## config.mk

```make
export PLATFORM = sky130hd
export DESIGN_NAME = digital_integration_sampler
export DESIGN_NICKNAME = d
export VERILOG_FILES = /design/src/dis_pkg.sv /design/src/digital_integration_sampler.sv
export VERILOG_INCLUDE_DIRS = /design/src /design/src/src
export SDC_FILE = /design/constraint.sdc
export NUM_CORES = 1
export LEC_CHECK = 0
export ABC_AREA = 0
export BUFFER_PORTS_ARGS = -buffer_cell sky130_fd_sc_hd__buf_2
export CAP_MARGIN = 20
export CORE_ASPECT_RATIO = 0.8
export CORE_MARGIN = 2
export CORE_UTILIZATION = 56
export DETAILED_ROUTE_END_ITERATION = 8
export PLACE_DENSITY = 0.77
export REMOVE_ABC_BUFFERS = 1
export SLEW_MARGIN = 20
export SYNTH_ARGS = -nofsm -noshare
export SYNTH_HDL_FRONTEND = slang
export SYNTH_SLANG_ARGS = --single-unit
export TNS_END_PERCENT = 1
```

## constraint.sdc

```tcl
create_clock -name clk -period 11.7 [get_ports clk]
set_input_delay 1.17 -clock clk [delete_from_list [all_inputs] [get_ports clk]]
set_output_delay 1.17 -clock clk [all_outputs]
set_load 0.005 [all_outputs]
```

## src/dis_consts.svh

```systemverilog
// Offsets, field positions, reset values and timing counts of the integration sampler.
`ifndef DIS_CONSTS_SVH
`define DIS_CONSTS_SVH

// Register indices; the byte address on the bus is four times the index.
`define IDX_SLOT_A_FE_MODE   8'h42
`define IDX_SLOT_A_FE_CONN   8'h43
`define IDX_SLOT_B_FE_MODE   8'h44
`define IDX_SLOT_B_FE_CONN   8'h45
`define IDX_CONV_TIMING      8'h4e
`define IDX_INT_ENABLE       8'h58
`define IDX_INT_SAMPLING     8'h5a
`define IDX_FIFO_FORMAT      8'h11
`define IDX_SLOT_A_REGION    8'h80
`define IDX_SLOT_B_REGION    8'h81
`define IDX_A_RES_0          8'h64
`define IDX_A_BG_0           8'h65
`define IDX_A_RES_1          8'h70
`define IDX_A_BG_1           8'h71
`define IDX_A_RES_2          8'h74
`define IDX_A_BG_2           8'h75
`define IDX_B_RES_0          8'h68
`define IDX_B_BG_0           8'h69
`define IDX_B_RES_1          8'h78
`define IDX_B_BG_1           8'h79
`define IDX_B_RES_2          8'h7c
`define IDX_B_BG_2           8'h7d

// Field positions.
`define BIT_SINGLE_PAIR_A    5
`define BIT_SINGLE_PAIR_B    6
`define BIT_GAPPED           7
`define BIT_INT_EN_A         12
`define BIT_INT_EN_B         13

// Field codes.
`define FE_MODE_NORMAL       8'h1c
`define FE_MODE_BUFFER       8'h1d
`define FE_CONN_NORMAL       16'hada5
`define FE_CONN_NO_BPF       16'hae65
`define FE_CONN_NO_BPF_INT   16'hb065
`define CONV_TIMING_1MHZ     16'h0040
`define FIFO_FMT_16BIT       3'h3
`define FIFO_FMT_32BIT       3'h4
`define DI_START_STEPS       12'h009

// Reset values.
`define RST_REG16            16'h0000
`define RST_REGION           24'h000000

// Timing.
`define CLK_PERIOD_NS        10
`define CONV_PERIOD_NS       1000
`define CONV_CYCLES          (`CONV_PERIOD_NS / `CLK_PERIOD_NS)

`endif

```

## src/dis_pkg.sv

```systemverilog
// Types of the integration sampler.
package dis_pkg;

	typedef enum logic [1:0] {
		ST_IDLE  = 2'b00,
		ST_RUN   = 2'b01,
		ST_EMIT2 = 2'b10
	} seq_state_t;

	typedef enum logic [1:0] {
		RG_NONE = 2'b00,
		RG_DARK = 2'b01,
		RG_LIT  = 2'b10
	} region_t;

	typedef struct packed {
		logic [15:0] mode_a;
		logic [15:0] conn_a;
		logic [15:0] mode_b;
		logic [15:0] conn_b;
		logic [15:0] conv_timing;
		logic [15:0] int_en;
		logic [15:0] int_cfg;
		logic [15:0] fifo_cfg;
		logic [23:0] region_a;
		logic [23:0] region_b;
		logic [31:0] res_a;
		logic [31:0] bg_a;
		logic [31:0] res_b;
		logic [31:0] bg_b;
		seq_state_t  st;
		logic        slot;
		logic [6:0]  tick;
		logic [11:0] step;
		logic [31:0] acc;
		logic [31:0] bg_acc;
		logic        conv_start;
		logic        sample_valid;
		logic [31:0] sample_data;
		logic        fifo_wr;
		logic [31:0] fifo_data;
		logic        buf_mode;
		logic        byp_bpf;
		logic        byp_int;
		logic        busy;
		logic        pready;
		logic        pslverr;
		logic [31:0] prdata;
	} sampler_state_t;

endpackage

```

## src/digital_integration_sampler.sv

```systemverilog
// Digital integration sampler: region timing, accumulation, result delivery and APB registers.
`include "dis_consts.svh"
`timescale 1ns/1ps
`default_nettype none

module digital_integration_sampler
	import dis_pkg::*;
(
	input  wire logic        clk,
	input  wire logic        arst_n,
	input  wire logic        psel,
	input  wire logic        penable,
	input  wire logic        pwrite,
	input  wire logic [9:0]  paddr,
	input  wire logic [31:0] pwdata,
	output logic             pready,
	output logic             pslverr,
	output logic [31:0]      prdata,
	input  wire logic        slot_start,
	input  wire logic        slot_sel,
	input  wire logic        adc_valid,
	input  wire logic [13:0] adc_data,
	output logic             conv_start,
	output logic             sample_valid,
	output logic [31:0]      sample_data,
	output logic             fifo_wr,
	output logic [31:0]      fifo_data,
	output logic             integ_buffer_mode,
	output logic             bypass_bpf,
	output logic             bypass_integ,
	output logic             busy
);

	sampler_state_t q;
	sampler_state_t n;

	logic [7:0]  idx;
	logic        single;
	logic        gapped;
	logic [23:0] region_cfg;
	logic [11:0] s_dark1;
	logic [11:0] e_dark1;
	logic [11:0] s_lit;
	logic [11:0] e_lit;
	logic [11:0] s_dark2;
	logic [11:0] e_all;
	logic [11:0] win;
	logic [11:0] gap;
	region_t     region;
	logic [31:0] smp;
	logic [2:0]  fmt;
	logic        slot_on;

	assign idx = paddr[9:2];
	assign smp = {18'h00000, adc_data};
	assign region_cfg = q.slot ? q.region_b : q.region_a;
	assign single = q.slot ? q.int_cfg[`BIT_SINGLE_PAIR_B] : q.int_cfg[`BIT_SINGLE_PAIR_A];
	assign gapped = q.int_cfg[`BIT_GAPPED];
	assign fmt = q.slot ? q.fifo_cfg[8:6] : q.fifo_cfg[4:2];
	assign slot_on = slot_sel ? q.int_en[`BIT_INT_EN_B] : q.int_en[`BIT_INT_EN_A];

	// Region boundaries in conversion steps; field layout is {gap, window, offset}.
	always_comb begin
		win = {4'h0, region_cfg[15:8]};
		gap = gapped ? {4'h0, region_cfg[23:16]} : 12'h000;
		s_dark1 = {4'h0, region_cfg[7:0]} + `DI_START_STEPS;
		e_dark1 = s_dark1 + win;
		s_lit = e_dark1 + gap;
		e_lit = single ? s_lit + win : s_lit + {win[10:0], 1'b0};
		s_dark2 = e_lit + gap;
		e_all = single ? e_lit : s_dark2 + win;
		if (q.step >= s_dark1 && q.step < e_dark1) begin
			region = RG_DARK;
		end else if (q.step >= s_lit && q.step < e_lit) begin
			region = RG_LIT;
		end else if (!single && q.step >= s_dark2 && q.step < e_all) begin
			region = RG_DARK;
		end else begin
			region = RG_NONE;
		end
	end

	always_comb begin
		n = q;
		n.conv_start = 1'b0;
		n.sample_valid = 1'b0;
		n.fifo_wr = 1'b0;
		n.pready = 1'b0;
		n.pslverr = 1'b0;

		// APB: the answer is prepared in the setup cycle and given in the first access cycle.
		if (psel && !penable) begin
			n.pready = 1'b1;
			n.prdata = 32'h00000000;
			case (idx)
				`IDX_SLOT_A_FE_MODE: n.prdata = {16'h0000, q.mode_a};
				`IDX_SLOT_A_FE_CONN: n.prdata = {16'h0000, q.conn_a};
				`IDX_SLOT_B_FE_MODE: n.prdata = {16'h0000, q.mode_b};
				`IDX_SLOT_B_FE_CONN: n.prdata = {16'h0000, q.conn_b};
				`IDX_CONV_TIMING:    n.prdata = {16'h0000, q.conv_timing};
				`IDX_INT_ENABLE:     n.prdata = {16'h0000, q.int_en};
				`IDX_INT_SAMPLING:   n.prdata = {16'h0000, q.int_cfg};
				`IDX_FIFO_FORMAT:    n.prdata = {16'h0000, q.fifo_cfg};
				`IDX_SLOT_A_REGION:  n.prdata = {8'h00, q.region_a};
				`IDX_SLOT_B_REGION:  n.prdata = {8'h00, q.region_b};
				`IDX_A_RES_0, `IDX_A_RES_1, `IDX_A_RES_2: n.prdata = q.res_a;
				`IDX_A_BG_0, `IDX_A_BG_1, `IDX_A_BG_2: n.prdata = q.bg_a;
				`IDX_B_RES_0, `IDX_B_RES_1, `IDX_B_RES_2: n.prdata = q.res_b;
				`IDX_B_BG_0, `IDX_B_BG_1, `IDX_B_BG_2: n.prdata = q.bg_b;
				default: n.pslverr = 1'b1;
			endcase
		end

		if (psel && penable && q.pready && pwrite && !q.pslverr) begin
			case (idx)
				`IDX_SLOT_A_FE_MODE: n.mode_a = pwdata[15:0];
				`IDX_SLOT_A_FE_CONN: n.conn_a = pwdata[15:0];
				`IDX_SLOT_B_FE_MODE: n.mode_b = pwdata[15:0];
				`IDX_SLOT_B_FE_CONN: n.conn_b = pwdata[15:0];
				`IDX_CONV_TIMING:    n.conv_timing = pwdata[15:0];
				`IDX_INT_ENABLE:     n.int_en = pwdata[15:0];
				`IDX_INT_SAMPLING:   n.int_cfg = pwdata[15:0];
				`IDX_FIFO_FORMAT:    n.fifo_cfg = pwdata[15:0];
				`IDX_SLOT_A_REGION:  n.region_a = pwdata[23:0];
				`IDX_SLOT_B_REGION:  n.region_b = pwdata[23:0];
				default: n.pslverr = 1'b0;
			endcase
		end

		case (q.st)
			ST_IDLE: begin
				// A slot outside digital integration never starts, so its region and format setup is unused.
				if (slot_start && slot_on) begin
					n.st = ST_RUN;
					n.slot = slot_sel;
					n.tick = 7'h00;
					n.step = 12'h000;
					n.acc = 32'h00000000;
					n.bg_acc = 32'h00000000;
					n.busy = 1'b1;
				end
			end
			ST_RUN: begin
				// Conversions are only requested while the converter runs at 1 MHz.
				if (q.conv_timing == `CONV_TIMING_1MHZ) begin
					if (q.tick == 7'(`CONV_CYCLES - 1)) begin
						n.tick = 7'h00;
						n.conv_start = 1'b1;
					end else begin
						n.tick = q.tick + 7'h01;
					end
				end
				if (adc_valid) begin
					n.step = q.step + 12'h001;
					if (region == RG_DARK) begin
						n.acc = q.acc - smp;
						n.bg_acc = q.bg_acc + smp;
					end else if (region == RG_LIT) begin
						n.acc = q.acc + smp;
					end
				end
				if (q.step >= e_all) begin
					n.sample_valid = 1'b1;
					n.sample_data = q.acc;
					if (q.slot) begin
						n.res_b = q.acc;
						n.bg_b = q.bg_acc;
					end else begin
						n.res_a = q.acc;
						n.bg_a = q.bg_acc;
					end
					n.st = ST_IDLE;
					n.busy = 1'b0;
					if (fmt == `FIFO_FMT_16BIT) begin
						n.fifo_wr = 1'b1;
						n.fifo_data = {q.bg_acc[15:0], q.acc[15:0]};
					end else if (fmt == `FIFO_FMT_32BIT) begin
						n.fifo_wr = 1'b1;
						n.fifo_data = q.acc;
						n.st = ST_EMIT2;
						n.busy = 1'b1;
					end
				end
			end
			ST_EMIT2: begin
				n.fifo_wr = 1'b1;
				n.fifo_data = q.bg_acc;
				n.st = ST_IDLE;
				n.busy = 1'b0;
			end
			default: begin
				n.st = ST_IDLE;
				n.busy = 1'b0;
			end
		endcase

		// Analog path controls follow the slot that is being sampled.
		n.buf_mode = (n.slot ? n.mode_b[15:8] : n.mode_a[15:8]) == `FE_MODE_BUFFER;
		n.byp_bpf = (n.slot ? n.conn_b : n.conn_a) != `FE_CONN_NORMAL;
		n.byp_int = (n.slot ? n.conn_b : n.conn_a) == `FE_CONN_NO_BPF_INT;
	end

	always_ff @(posedge clk or negedge arst_n) begin
		if (!arst_n) begin
			q <= '0;
			q.st <= ST_IDLE;
			q.mode_a <= `RST_REG16;
			q.mode_b <= `RST_REG16;
			q.region_a <= `RST_REGION;
			q.region_b <= `RST_REGION;
		end else begin
			q <= n;
		end
	end

	assign pready = q.pready;
	assign pslverr = q.pslverr;
	assign prdata = q.prdata;
	assign conv_start = q.conv_start;
	assign sample_valid = q.sample_valid;
	assign sample_data = q.sample_data;
	assign fifo_wr = q.fifo_wr;
	assign fifo_data = q.fifo_data;
	assign integ_buffer_mode = q.buf_mode;
	assign bypass_bpf = q.byp_bpf;
	assign bypass_integ = q.byp_int;
	assign busy = q.busy;
endmodule

`default_nettype wire

```

## Word level (Yosys, flattened, before mapping)

Index checks and enable logic that the tools add are counted.

| cells by class | value |
|---|---|
| muxes and demuxes | 53 |
| eq/ne operators | 40 |
| magnitude comparators | 7 |
| $add $sub $neg | 12 |
| bitwise logic cells | 1 |
| reduce and logical (&&, ||, !) cells | 39 |

Operators with widths:

| operator | count |
|---|---|
| $pmux W32 S14 | 1 |
| $mux W176 | 1 |
| $pmux W83 S2 | 1 |
| $eq A8 B7 Y1 const B | 19 |
| $mux W16 | 9 |
| $mux W32 | 3 |
| $mux W86 | 1 |
| $mux W76 | 1 |
| $mux W24 | 3 |
| $mux W34 | 2 |
| $mux W33 | 2 |
| $mux W66 | 1 |
| $pmux W33 S2 | 1 |
| $add A32 B14 Y32 | 2 |
| $sub A32 B14 Y32 | 1 |
| $add A12 B8 Y12 | 2 |
| $ge A12 B12 Y1 | 2 |
| $lt A12 B12 Y1 | 2 |
| $mux W12 | 2 |
| $reduce_or A22 Y1 | 1 |
| $reduce_and A2 Y1 | 10 |
| $eq A16 B16 Y1 const B | 1 |
| $eq A16 B7 Y1 const B | 1 |
| $eq A8 B5 Y1 const B | 2 |
| 35 further kinds | 81 |

| word-level totals | value |
|---|---|
| bits of input ports | 64 |
| logic and storage cells | 186 |
| output and inout port bits | 105 |
| register bits after elaboration | 495 |

## Logic depth before layout (Yosys ltp)

| logic depth | value |
|---|---|
| depth in word-level cells | 19 |
| gate-level depth with buffers | 56 |
| gate-level depth less buffers | 51 |

## Least setup slack after synthesis

No wires, ideal clock.

| path | value |
|---|---|
| kind | register to register |
| from | register q[188] (netlist bit) |
| to | register q[167] (netlist bit) |
| path buffers | 6 |
| data arrival time | 11513 ps |
| cell stages (with the launch flop) | 52 |
| slack | 66 ps |
| required time | 11579 ps |
| period minus slack after synthesis | 11634 ps |
| setup time | 121 ps |
| cell sequence | dfrtp_1 buf_6 clkbuf_1 buf_1 clkbuf_1 mux2i_1 inv_1 fa_1 inv_1 fa_1 inv_1 ha_1 inv_1 fa_1 nor2_1 or2_2 ha_1 nor2b_1 [16 not listed] or4_1 o21ai_1 ha_1 clkbuf_1 buf_1 mux2i_1 fa_1 a21o_1 a21o_1 a2111oi_0 o41a_1 nor3b_1 o221a_2 a31o_2 nand3_1 nand2_1 xor2_1 a22o_1 |

| on the way | value |
|---|---|
| longest elaborated chain between the ends | 18 |
| elaborated cells between the ends (all ways) | 33 |
| classes of those cells | 7 x add/sub; 6 x order compare; 3 x eq/ne; 11 x mux; 6 x reduce/logical |

RTL lines:

| element | line | RTL |
|---|---|---|
| start: declaration | digital_integration_sampler.sv:34 | `sampler_state_t q;` |
| start signal: assignment | digital_integration_sampler.sv:212 | `q <= n;` |
| $mux W24 | digital_integration_sampler.sv:56 | `assign region_cfg = q.slot ? q.region_b : q.region_a;` |
| $add A8 B4 Y9 (no line) | -- |  |
| $add A9 B8 Y10 | digital_integration_sampler.sv:67 | `e_dark1 = s_dark1 + win;` |
| $add A10 B8 Y11 | digital_integration_sampler.sv:68 | `s_lit = e_dark1 + gap;` |
| $add A11 B9 Y12 or $add A11 B8 Y12 (tied branches) | digital_integration_sampler.sv:69 | `e_lit = single ? s_lit + win : s_lit + {win[10:0], 1'b0};` |
| $mux W12 | digital_integration_sampler.sv:69 |  |
| $add A12 B8 Y12 | digital_integration_sampler.sv:70 | `s_dark2 = e_lit + gap;` |
| $add A12 B8 Y12 | digital_integration_sampler.sv:71 | `e_all = single ? e_lit : s_dark2 + win;` |
| [2 not listed] | -- |  |
| $logic_and A1 B1 Y1 | digital_integration_sampler.sv:76 | `end else if (!single && q.step >= s_dark2 && q.step < e_all) begin` |
| $mux W1 | digital_integration_sampler.sv:76 |  |
| $mux W2 | digital_integration_sampler.sv:74 | `end else if (q.step >= s_lit && q.step < e_lit) begin` |
| $mux W2 * | digital_integration_sampler.sv:72 | `if (q.step >= s_dark1 && q.step < e_dark1) begin` |
| $eq A2 B1 Y1 | digital_integration_sampler.sv:155 | `if (region == RG_DARK) begin` |
| $mux W32 | digital_integration_sampler.sv:155 |  |
| $mux W76 | digital_integration_sampler.sv:153 | `if (adc_valid) begin` |
| $pmux W83 S2 | digital_integration_sampler.sv:130 | `case (q.st)` |

Every way passes the cells marked *; elsewhere a longest branch is shown, timed or not. The select of a mux whose other input is x is not followed.
A chain may end at the register's enable or synchronous reset.

## Final worst setup path

Ends and elaborated chain as after synthesis.

==> run_results.csv <==
group,metric,value,unit
die,io_pins,169,
place,hpwlAfterDp,61200,um
timing,holdWs,472,ps
synth,synth_area,28600,sq um
synth,yosys.area_share.adder,7.95,%
place,portBuffers,158,
timing,period_share,95.8,%
outcome,violations,"design-rule violations",
route,via_per_inst,6.49,
clock_tree,cts_tree,"yes",
setup_path,slowest_stage,"fa_1",
route,ant_nets,0,
setup_path,path_class,"flop to flop",
synth,yosysWarnings,0,
synth,synth_cell_types,84,
timing,hold_viol_final,0,
global_route,grt_overflow,0,
die,die_w,257,um
setup_path,worstPathRequired,12180,ps
clock_tree,path_clk_slew,70,ps
setup_path,critPathMostFrequentCell,"ha_1",
outcome,status,"finished with violations",
timing,finClkSkew,28.6,ps
cells_and_area,finalNonFillerCells,3474,
synth,synth_ff_type,"dfrtp_1",
setup_path,slowest_delay,560,ps
clock_tree,hold_buffers,0,
global_route,antenna_found_initial,8,
route,num_vias,22500,
clock_tree,cts_sinks,495,
route,avgRoutedWirePerCell,24.7,um
pwr,ir_worst_vdd,0.200,mV
synth,synth_area_leaders,"dfrtp_1 43%, mux2_2 13%, ha_1 7.3%, nand2_1 3.1%, buf_4 2.5%",
pwr,cellPowerDensity,115,nW/um^2
synth,synth.most_common_cell,"dfrtp_1",
setup_path,critPathMaxFanout,16,
synth,netlist.area_leader.share,43.3,%
synth,synth_mux_area_share,13.8,%
route,drt-initial-drc-count,2728,
cells_and_area,synthToLayoutAreaGrowth,9.89,%
global_route,grt_pass1_wl,131000,um
setup_path,start_kind,"flop",
die,dieHeight,206,um
setup_path,cp.arrival,11680,ps
route,drtPass1Iterations,9,
clock_tree,cts.path.max_buffers,3,
timing,maxSlewHeadroom,22.7,%
clock_tree,cts-root-buf,"clkbuf_16",
synth,synth-simple-area-share,10.5,%
pwr,leakage,15.6,nW
synth,synth-edff-count,0,
die,start_util,56.4,%
cells_and_area,drive_gt1_share,25.5,%
timing,finalCriticalPeriod,11210,ps
synth,ys_ff_latch,495,
route,drc,6,
global_route,grt_usage,32.2,%
synth,synth_top_area_cell,"dfrtp_1",
synth,post_synth_most_frequent_cells,"495 x dfrtp_1, 331 x mux2_2, 236 x nand2_1",
synth,syn_inst,2703,
cells_and_area,finalNetCount,2990,
timing,fmax,0.0892,GHz
hold_path,hold_path.class,"flop to flop",
synth,synth_compound_area_share,15.2,%
timing,rsz0062_at_grt,"true",
synth,synth-xor-area-share,3.78,%
synth,yosysSeqAreaShare,43.3,%
die,num_rows,74,
clock_tree,cts_max_level,2,
timing,setup-tns-final,0,ps
setup_path,crit_buf_inv,8,
clock_tree,cts_buffers,48,
timing,setup_viol,0,
route,wl,85700,um
place,place_inst,3380,
timing,worst_pin_slew,1160,ps
die,core_area,50700,sq um
setup_path,cp_top_family,"adder cells",
timing,drv_slew,0,
global_route,grt_pass1_vias,22300,
synth,synth_top_family_by_area,"compound AO/OA/AOI/OAI gates",
run,max-cap-violations,0,
cells_and_area,fillCellCount,4118,
global_route,grt_max_degree,181,
synth,syn_area_per_cell,10.6,sq um
setup_path,endpoint_kind,"flop",
die,die_area,52900,sq um
synth,async_flop_share,100,%
place,gp_congestion,0.986,
clock_tree,clk_latency,590,ps
==> timing repair <==
item	CTS	global route
endpoints found under the hold margin	0	0
resized for setup	0	23
setup buffers	0	3
setup endpoints to repair	0	19
==> metal layers <==
metal  vias to the layer above  GRT usage, %  wire (um)
met1                     11300          44.8      36000
met3                       221          7.86       8830
met4                         2          12.6       3520
li1                       9876             -          -
met5                         -             0         15
met2                      1174          48.7      37300
==> registers in the layout, indices dropped and copies added (netlist names) <==
signal	count
integ_buffer_mode	1
pready	1
fifo_wr	1
busy	1
conv_start	1
fifo_data	32
sample_valid	1
sample_data	32
bypass_bpf	1
gapped	1
pslverr	1
bypass_integ	1
q	389
prdata	32
==> worst paths after layout <==
check	slack, ps	cells past startpoint	startpoint	to
max	490	50	q[188]	q[167]
min	470	2	prdata[26]	prdata[26]
max reg2reg	490	50	q[188]	q[167]
min reg2reg	470	2	prdata[26]	prdata[26]
max in group asynchronous	8740	3	arst_n	fifo_data[24]
min in group asynchronous	580	1	arst_n	sample_data[11]
==> layout make-up <==
type	count	area (sq um)	area share, %
antenna	4	10.0	0.0318
clock buffer	66	1360	4.33
clock inverter	20	205	0.653
inverter	81	304	0.967
multi-input combinational	1896	14900	47.5
sequential	495	12400	39.4
tap	684	856	2.72
timing repair buffer	228	1400	4.44
==> layout by cell type, fill, tap and decap left out, types with 24 or more instances in the layout <==
cell       netlist  routed
a21o_1          62      62
a21oi_1        101      97
a222oi_1        49      49
a22o_1          47      47
a22oi_1         79      79
buf_2            4     157
buf_4           96      63
clkbuf_16        0      49
dfrtp_1        495     494
ha_1           168     166
inv_1           76      75
mux2_2         331     331
nand2_1        236     235
nand2b_1        24      24
nand3_1         33      33
nor2_1         148     140
nor2b_1         35      35
nor3_1          40      35
o21ai_0        116     114
xnor2_1         72      67
xor2_1          41      41
==> tightest hold or removal path, stage by stage (launching register included) <==
cell	delay (ps)
dfrtp_1	340
nand2_1	40
o21ai_0	60
==> kinds of logic after synthesis <==
kind of cell / after synthesis
adder cells (fa/ha/maj): 177
XOR/XNOR: 118
flip-flops: 495
buffers and inverters: 312
multiplexers: 354
AND/OR/NAND/NOR: 634
AO/OA/AOI/OAI: 613
==> power by group <==
part	total, mW	leakage [nW]	internal (mW)	switching (mW)
sequential	1.77	6.81	1.74	0.0285
combinational	0.291	7.98	0.105	0.186
clock	1.57	0.768	0.867	0.702
==> per-stage QoR <==
stage | setup slack, ps | area (sq um) | power [mW] | utilization (%)
after detailed placement | 183 | 29700 | 2.08 | 58.6
after global placement | 465 | 29700 | 2.07 | 58.6
after floorplan | -271 | 27400 | 1.94 | -
final | 494 | 31400 | 3.63 | 62.0
after CTS | 175 | 31300 | 3.63 | 61.7
after global routing | -32.2 | 31400 | 3.74 | 62.0
Power figures use the tool's default switching activity.
